==> config.mk <==
export PLATFORM = sky130hd
export DESIGN_NAME = mfdt_timer
export DESIGN_NICKNAME = d
export VERILOG_FILES = /design/src/core/mfdt_pkg.sv /design/src/core/mfdt_sync.sv /design/src/core/mfdt_timer.sv
export VERILOG_INCLUDE_DIRS = /design/src /design/src/core
export SDC_FILE = /design/constraint.sdc
export NUM_CORES = 1
export LEC_CHECK = 0
export BUFFER_PORTS_ARGS = -buffer_cell sky130_fd_sc_hd__buf_2
export CAP_MARGIN = 20
export CORE_UTILIZATION = 60
export DETAILED_ROUTE_END_ITERATION = 10
export MAX_ROUTING_LAYER = met4
export PLACE_DENSITY = 0.79
export SLEW_MARGIN = 20
export SYNTH_ARGS = -nofsm -noshare
export SYNTH_HDL_FRONTEND = slang
export SYNTH_HIERARCHICAL = 1
export SYNTH_SLANG_ARGS = --single-unit
==> constraint.sdc <==
create_clock -name clock -period 3.3 [get_ports clock]
set_clock_uncertainty 0.1 [all_clocks]
set_input_delay 0.165 -clock clock [delete_from_list [all_inputs] [get_ports clock]]
set_output_delay 0.165 -clock clock [all_outputs]
set_load 0.005 [all_outputs]
==> src/core/mfdt_params.svh <==
// Constants for the multi-function delay timer.
// Assumes a 100 MHz clock and one asynchronous active-low reset.
// How it works
// - Pulse-generator mode waits the preset delay after supply appears, then gives one 0.5 s output pulse and ignores the trigger.
// - Pulse-generator mode gives no second pulse until supply is removed and restored, which restarts the delay.
// - One-shot mode arms on supply, and a trigger closure energizes the output and starts the delay.
// - In one-shot mode trigger activity during the delay changes neither output nor timer.
// - One-shot mode re-arms only when the trigger is applied while the output is off.
// - On/off-delay mode starts the delay on trigger closure, then energizes the output until the trigger opens.
// - In on/off-delay and memory-latch modes, loss of supply drops the output and clears all timing and latch state.
// - Memory-latch mode toggles the output on each new trigger closure and ignores openings.
// - The supply indicator is lit whenever supply is present.
// - The output indicator blinks while a delay counts with the output de-energized and is steadily lit while the output is energized.
// - Exactly one of ten functions is selected and the output follows it.
// - The output rests de-energized in every mode while supply is absent.
`ifndef MFDT_PARAMS_SVH
`define MFDT_PARAMS_SVH

`define MFDT_CLK_HZ 100000000
`define MFDT_TICK_US 100000
// Cycles per 0.1 s timing tick
`define MFDT_TICK_CYC ((`MFDT_CLK_HZ / 1000000) * `MFDT_TICK_US)
`define MFDT_PULSE_MS 500
// Pulse length in 0.1 s ticks
`define MFDT_PULSE_TICKS ((`MFDT_PULSE_MS * 1000) / `MFDT_TICK_US)
// Blink toggles every this many ticks (0.2 s half period)
`define MFDT_BLINK_TICKS 2
`define MFDT_DELAY_W 16

`endif

==> src/core/mfdt_pkg.sv <==
// Types for the multi-function delay timer.
// Included constants come from mfdt_params.svh.
package mfdt_pkg;

   typedef enum logic [3:0]
   {
      MFDT_ON_DELAY = 4'h0,
      MFDT_REPEAT_OFF = 4'h1,
      MFDT_INTERVAL = 4'h2,
      MFDT_OFF_DELAY = 4'h3,
      MFDT_RETRIG = 4'h4,
      MFDT_REPEAT_ON = 4'h5,
      MFDT_PULSE_GEN = 4'h6,
      MFDT_ONE_SHOT = 4'h7,
      MFDT_ON_OFF = 4'h8,
      MFDT_LATCH = 4'h9
   } mfdt_func_t;

   typedef enum logic [2:0]
   {
      MFDT_IDLE = 3'b000,
      MFDT_TIMING = 3'b001,
      MFDT_ACTIVE = 3'b010,
      MFDT_PULSE = 3'b011,
      MFDT_DONE = 3'b100
   } mfdt_state_t;

endpackage : mfdt_pkg

==> src/core/mfdt_sync.sv <==
// Two-flop synchroniser for one asynchronous level.
// Assumes the input is a slow pin level, not a pulse.
`timescale 1ns/10ps
module mfdt_sync
(
   // Clock and reset
   input wire logic clock,
   input wire logic arst_n,
   // Level in and out
   input wire logic din,
   output logic dout
);

   logic meta_q;

   always_ff @(posedge clock or negedge arst_n)
   begin
      if (!arst_n)
      begin
         meta_q <= 1'b0;
         dout <= 1'b0;
      end
      else
      begin
         meta_q <= din;
         dout <= meta_q;
      end
   end

endmodule : mfdt_sync

==> src/core/mfdt_timer.sv <==
// Timing controller for a multi-function delay relay.
// Assumes supply and trigger are clean debounced pin levels; function and
// delay settings are static while supply is present.
`timescale 1ns/10ps
`include "mfdt_params.svh"
module mfdt_timer
   import mfdt_pkg::*;
#(
   parameter int TICK_CYC = `MFDT_TICK_CYC,
   parameter int DELAY_W = `MFDT_DELAY_W
)
(
   // Clock and reset
   input wire logic clock,
   input wire logic arst_n,
   // Pins
   input wire logic supply_in,
   input wire logic trigger_in,
   // Settings: function select and delay in 0.1 s ticks
   input wire logic [3:0] func_sel,
   input wire logic [DELAY_W-1:0] delay_ticks,
   // Outputs
   output logic relay_out,
   output logic supply_led,
   output logic output_led
);

   logic supply_s;
   logic trig_s;
   logic supply_prev_q;
   logic trig_prev_q;
   logic [31:0] div_q;
   logic tick;
   logic [DELAY_W-1:0] cnt_q;
   logic [1:0] blink_cnt_q;
   logic blink_q;
   mfdt_state_t state_q;
   mfdt_func_t func_q;
   logic relay_q;

   mfdt_sync u_sync_supply
   (
      .clock(clock),
      .arst_n(arst_n),
      .din(supply_in),
      .dout(supply_s)
   );

   mfdt_sync u_sync_trig
   (
      .clock(clock),
      .arst_n(arst_n),
      .din(trigger_in),
      .dout(trig_s)
   );

   wire logic supply_rise = supply_s && !supply_prev_q;
   wire logic trig_rise = trig_s && !trig_prev_q;
   wire logic trig_fall = !trig_s && trig_prev_q;

   function automatic logic expired(input logic [DELAY_W-1:0] c,
                                    input logic [DELAY_W-1:0] lim);
      expired = (c >= lim);
   endfunction : expired

   always_ff @(posedge clock or negedge arst_n)
   begin
      if (!arst_n)
      begin
         supply_prev_q <= 1'b0;
         trig_prev_q <= 1'b0;
      end
      else
      begin
         supply_prev_q <= supply_s;
         trig_prev_q <= trig_s;
      end
   end

   // Tick divider restarts on supply so delays start aligned
   always_ff @(posedge clock or negedge arst_n)
   begin
      if (!arst_n)
         div_q <= 32'h0;
      else if (!supply_s || div_q == 32'(TICK_CYC - 1))
         div_q <= 32'h0;
      else
         div_q <= div_q + 32'h1;
   end
   assign tick = supply_s && (div_q == 32'(TICK_CYC - 1));

   // Function latched when supply appears; one of ten at a time
   always_ff @(posedge clock or negedge arst_n)
   begin
      if (!arst_n)
         func_q <= MFDT_ON_DELAY;
      else if (supply_rise)
         func_q <= (func_sel > 4'h9) ? MFDT_ON_DELAY
                   : mfdt_func_t'(func_sel);
   end

   // Main sequencer; loss of supply clears everything
   always_ff @(posedge clock or negedge arst_n)
   begin
      if (!arst_n)
      begin
         state_q <= MFDT_IDLE;
         cnt_q <= '0;
         relay_q <= 1'b0;
      end
      else if (!supply_s)
      begin
         state_q <= MFDT_IDLE;
         cnt_q <= '0;
         relay_q <= 1'b0;
      end
      else if (supply_rise)
      begin
         cnt_q <= '0;
         relay_q <= 1'b0;
         // Codes above nine start like on-delay, matching func_q
         case (func_sel)
            4'h2, 4'h5:
            begin
               state_q <= MFDT_TIMING;
               relay_q <= 1'b1;
            end
            4'h3, 4'h4, 4'h7, 4'h8, 4'h9:
               state_q <= MFDT_IDLE;
            default: state_q <= MFDT_TIMING;
         endcase
      end
      else
      begin
         if (tick && state_q != MFDT_IDLE && state_q != MFDT_DONE)
            cnt_q <= cnt_q + 1'b1;
         case (func_q)
            MFDT_ON_DELAY:
               if (state_q == MFDT_TIMING && expired(cnt_q, delay_ticks))
               begin
                  state_q <= MFDT_DONE;
                  relay_q <= 1'b1;
               end
            MFDT_INTERVAL:
               if (state_q == MFDT_TIMING && expired(cnt_q, delay_ticks))
               begin
                  state_q <= MFDT_DONE;
                  relay_q <= 1'b0;
               end
            MFDT_REPEAT_OFF, MFDT_REPEAT_ON:
               if (expired(cnt_q, delay_ticks))
               begin
                  cnt_q <= '0;
                  relay_q <= !relay_q;
               end
            MFDT_OFF_DELAY:
               if (trig_s)
               begin
                  state_q <= MFDT_ACTIVE;
                  cnt_q <= '0;
                  relay_q <= 1'b1;
               end
               else if (state_q == MFDT_ACTIVE)
                  state_q <= MFDT_TIMING;
               else if (state_q == MFDT_TIMING
                        && expired(cnt_q, delay_ticks))
               begin
                  state_q <= MFDT_IDLE;
                  relay_q <= 1'b0;
               end
            MFDT_RETRIG:
               if (trig_rise)
               begin
                  state_q <= MFDT_TIMING;
                  cnt_q <= '0;
                  relay_q <= 1'b1;
               end
               else if (state_q == MFDT_TIMING
                        && expired(cnt_q, delay_ticks))
               begin
                  state_q <= MFDT_IDLE;
                  relay_q <= 1'b0;
               end
            MFDT_PULSE_GEN:
               // Trigger never looked at here
               if (state_q == MFDT_TIMING && expired(cnt_q, delay_ticks))
               begin
                  state_q <= MFDT_PULSE;
                  cnt_q <= '0;
                  relay_q <= 1'b1;
               end
               else if (state_q == MFDT_PULSE && expired(cnt_q,
                        DELAY_W'(`MFDT_PULSE_TICKS)))
               begin
                  state_q <= MFDT_DONE;
                  relay_q <= 1'b0;
               end
            MFDT_ONE_SHOT:
               if (state_q == MFDT_IDLE && trig_rise && !relay_q)
               begin
                  state_q <= MFDT_TIMING;
                  cnt_q <= '0;
                  relay_q <= 1'b1;
               end
               else if (state_q == MFDT_TIMING
                        && expired(cnt_q, delay_ticks))
               begin
                  // Trigger ignored while timing
                  state_q <= MFDT_IDLE;
                  relay_q <= 1'b0;
               end
            MFDT_ON_OFF:
               if (!trig_s)
               begin
                  state_q <= MFDT_IDLE;
                  cnt_q <= '0;
                  relay_q <= 1'b0;
               end
               else if (trig_rise || state_q == MFDT_IDLE)
               begin
                  state_q <= MFDT_TIMING;
                  cnt_q <= '0;
               end
               else if (state_q == MFDT_TIMING
                        && expired(cnt_q, delay_ticks))
               begin
                  state_q <= MFDT_ACTIVE;
                  relay_q <= 1'b1;
               end
            MFDT_LATCH:
               if (trig_rise)
                  relay_q <= !relay_q;
            default:
               state_q <= MFDT_IDLE;
         endcase
      end
   end

   // Blink base for the output indicator
   always_ff @(posedge clock or negedge arst_n)
   begin
      if (!arst_n)
      begin
         blink_cnt_q <= 2'h0;
         blink_q <= 1'b0;
      end
      else if (tick)
      begin
         if (blink_cnt_q == 2'(`MFDT_BLINK_TICKS - 1))
         begin
            blink_cnt_q <= 2'h0;
            blink_q <= !blink_q;
         end
         else
            blink_cnt_q <= blink_cnt_q + 2'h1;
      end
   end

   wire logic counting = (state_q == MFDT_TIMING || state_q == MFDT_PULSE)
                         && func_q != MFDT_REPEAT_OFF
                         && func_q != MFDT_REPEAT_ON
                         || ((func_q == MFDT_REPEAT_OFF
                         || func_q == MFDT_REPEAT_ON) && supply_s);

   // Indicators registered so they never glitch
   always_ff @(posedge clock or negedge arst_n)
   begin
      if (!arst_n)
      begin
         relay_out <= 1'b0;
         supply_led <= 1'b0;
         output_led <= 1'b0;
      end
      else
      begin
         relay_out <= relay_q;
         supply_led <= supply_s;
         output_led <= relay_q || (counting && blink_q);
      end
   end

endmodule : mfdt_timer

==> impl_metrics.tcl <==
set metrics [dict create \
    status "finished with violations" \
    violations "design-rule violations" \
    drcViolationCount 3 \
    clk_path_buf_depth 2 \
    min_period_over_period_pct 88.1 \
    vias_per_cell 5.80 \
    wl_per_cell_microns 14.6 \
    hp-start "func_sel[3]" \
    p_leak_nw 2.04 \
    syn-num-nets 496 \
    syn_area_sq_um 4070 \
    port_buffers 26 \
    start_util_pct 63.0 \
    cp-end-kind "flop" \
    numCtsBuffers 9 \
    cts_tree "built" \
    diodes 0 \
    fp.dieW_microns 84.3 \
    pre_cts_ws_ns 0.433 \
    drv_slew 0 \
    syn_inst 452 \
    synth_area_per_cell_sq_um 9.00 \
    ir_drop_mv 0.311 \
    hold_viol 0 \
    rr_startpoint "cnt_q[0]" \
    cpMaxStageDelayCell "a2111oi_0" \
    fp.dieH_microns 84.3 \
    die_area_sq_um 7110 \
    period_needed_ns 2.91 \
    vias 3323 \
    cts.sinks 67 \
    rsz0062_at_grt "false" \
    grt_pass1_wl_microns 14800 \
    seq_area_frac_synth_pct 41.2 \
    yosys_warnings 6 \
    worstPathCellList "inv_1 -> ha_1 -> nand2b_1 -> a2111oi_0 -> nor4b_2 -> o31a_1 -> o21a_1 -> nor2_1 -> mux2_2" \
    synthFlopType "dfrtp_1" \
    worstReg2RegEnd "state_q[0]" \
    rows 29 \
    ys_types 60 \
    cts.clk_slew.worst_paths_ns 0.07 \
    synth-seq-cells 67 \
    clockRootBuffer "clkbuf_8" \
    required_ns 3.43 \
    start_kind "flop" \
    drv_cap 0 \
    h-tree-depth 3 \
    tightest_slew_ns 0.716 \
    async_reset_ff_share_pct 100 \
    nNetsFinal 535 \
    powerDensity_nw_per_um2 386 \
    clk_latency_ns 0.34 \
    synth-edff-count 0 \
    holdPathEnd "func_q[3]" \
    fmax_mhz 344 \
    reg2reg_depth 9 \
    antenna_found_initial 0 \
    dp_hpwl_microns 5990 \
    drive_above_1_share_pct 13.3 \
    final-setup-viol-count 0 \
    cts_resized 0 \
    grt_pass1_vias 3273 \
    cts_setup_buffers 0 \
    nFillCells 496 \
    grt_start_max_net_pins 32 \
    hold_depth 3 \
    cp.arrival_ns 3.04 \
    tns_ns 0 \
    power.total_mw 1.76 \
    r2r_slack_ns 0.39 \
    drt_iter0_markers 209 \
    finalWeightedCongestion 0.877 \
    core_area_sq_um 6460 \
    relSlewSlack_pct 51.6 \
    wirelength_microns 8380 \
    crit_type "reg -> reg" \
    path_max_fanout 5 \
    first_pass_iters 7 \
    hp-class "in -> reg" \
    overflow 0 \
    max_stage_delay_ns 0.51 \
    ioPinCount 27 \
    area_delta_synth_final_pct 12.1 \
    utilization_pct 70.6 \
    fin_hold_ws_ns 0.0275 \
    grt.total_usage_pct 27.3 \
    fin_ws_ns 0.392 \
    ant_nets 0 \
]
[cells in the mapped netlist (6+ instances only)]
master    count  area share [%]
ha_1         20             6.2
clkbuf_1      9            0.83
nand2b_1     10             1.5
inv_1        27             2.5
dfrtp_1      67              41
nor3_1        9             1.1
nand3_1      21             2.6
nand2_1      36             3.3
o21ai_0      18             2.2
a21oi_1      18             2.2
xor2_1       22             4.7
or3_1         7             1.1
xnor2_1      23             5.0
nor2_1       76             7.0
and2_1        6            0.92
nand4_1      10             1.5
[how the worst max path moves through the flow]
stage	cells after the start	slack, ns	to	from
2_1_floorplan	9	0.62	state_q[0]	cnt_q[0]
3_3_place_gp	9	0.48	state_q[1]	cnt_q[0]
3_5_place_dp	9	0.43	state_q[0]	cnt_q[0]
4_1_cts	9	0.40	state_q[0]	cnt_q[0]
5_1_grt	9	0.16	state_q[0]	cnt_q[0]
6_report	9	0.39	state_q[0]	cnt_q[0]
[critical path, delay by kind of cell (launching register included)]
family / cells / cell delay [ns]
buffers and inverters: 1 / 0.10
flip-flops: 1 / 0.42
AND/OR/NAND/NOR: 3 / 0.43
multiplexers: 1 / 0.36
AO/OA/AOI/OAI: 3 / 1.10
adder cells (fa/ha/maj): 1 / 0.27
[kinds of logic (layout without fill, tap and decap cells)]
group	count (synthesis)	count (layout)	synth area share, %
compound gates	65	65	11.1
mux	5	5	1.32
fa+ha+maj	20	20	6.15
simple gates	213	213	27.0
buf+inv	37	81	3.51
flops	67	67	41.2
xor+xnor	45	45	9.69
[through the flow]
stage / std cells / area [sq um]
final: 573 / 4560
after global routing: 573 / 4560
after CTS: 573 / 4560
after detailed placement: 553 / 4330
after global placement: 553 / 4330
after floorplan: 452 / 4070
[cells in the final DEF, fill, tap and decap left out, types with 8 or more instances in the layout]
cell type | synthesis | layout
buf_2 | 0 | 26
ha_1 | 20 | 20
nand3_1 | 21 | 21
buf_4 | 1 | 8
clkbuf_8 | 0 | 10
a21oi_1 | 18 | 18
o21ai_0 | 18 | 18
xor2_1 | 22 | 22
xnor2_1 | 23 | 23
inv_1 | 27 | 27
nand2_1 | 36 | 36
dfrtp_1 | 67 | 67
nand2b_1 | 10 | 10
nor3_1 | 9 | 9
nor2_1 | 76 | 76
nand4_1 | 10 | 10
[cell type report]
cell class / instances / area [sq um] / share of cell area (%)
inverter: 27 / 101 / 2.22
tap: 77 / 96.3 / 2.11
clock inverter: 5 / 52.6 / 1.15
timing repair buffer: 38 / 230 / 5.05
sequential: 67 / 1680 / 36.8
multi-input combinational: 348 / 2260 / 49.6
clock buffer: 11 / 141 / 3.10
[layer usage]
metal  share of wire (%)  vias up  global-route usage [%]
met5                   0        -                       -
met4                 1.2        0                    8.15
met3                 4.0       10                    5.51
met2                  49       70                    43.6
met1                  46     1591                    35.3
li1                    -     1652                       -
[sequential cells by signal (all words and copies together), names as in the netlist]
signal,cells
state_q,3
blink_q,1
blink_cnt_q,2
relay_out,1
u_sync_trig/dout,1
relay_q,1
div_q,32
cnt_q,16
trig_prev_q,1
supply_led,1
func_q,4
u_sync_supply/meta_q,1
u_sync_trig/meta_q,1
u_sync_supply/dout,1
output_led,1
[report_power, final]
part           leakage [nW]  switching (mW)  internal (mW)
clock                0.0991           0.314          0.366
sequential            0.914          0.0213          0.840
combinational          1.03           0.130         0.0885
total                  2.04           0.464           1.29
[what timing repair did]
action,4_1_cts,5_1_grt
endpoints found under the setup margin,0,0
hold buffers,4,0
endpoints found under the hold margin,20,0
(Power assumes the default switching activity.)
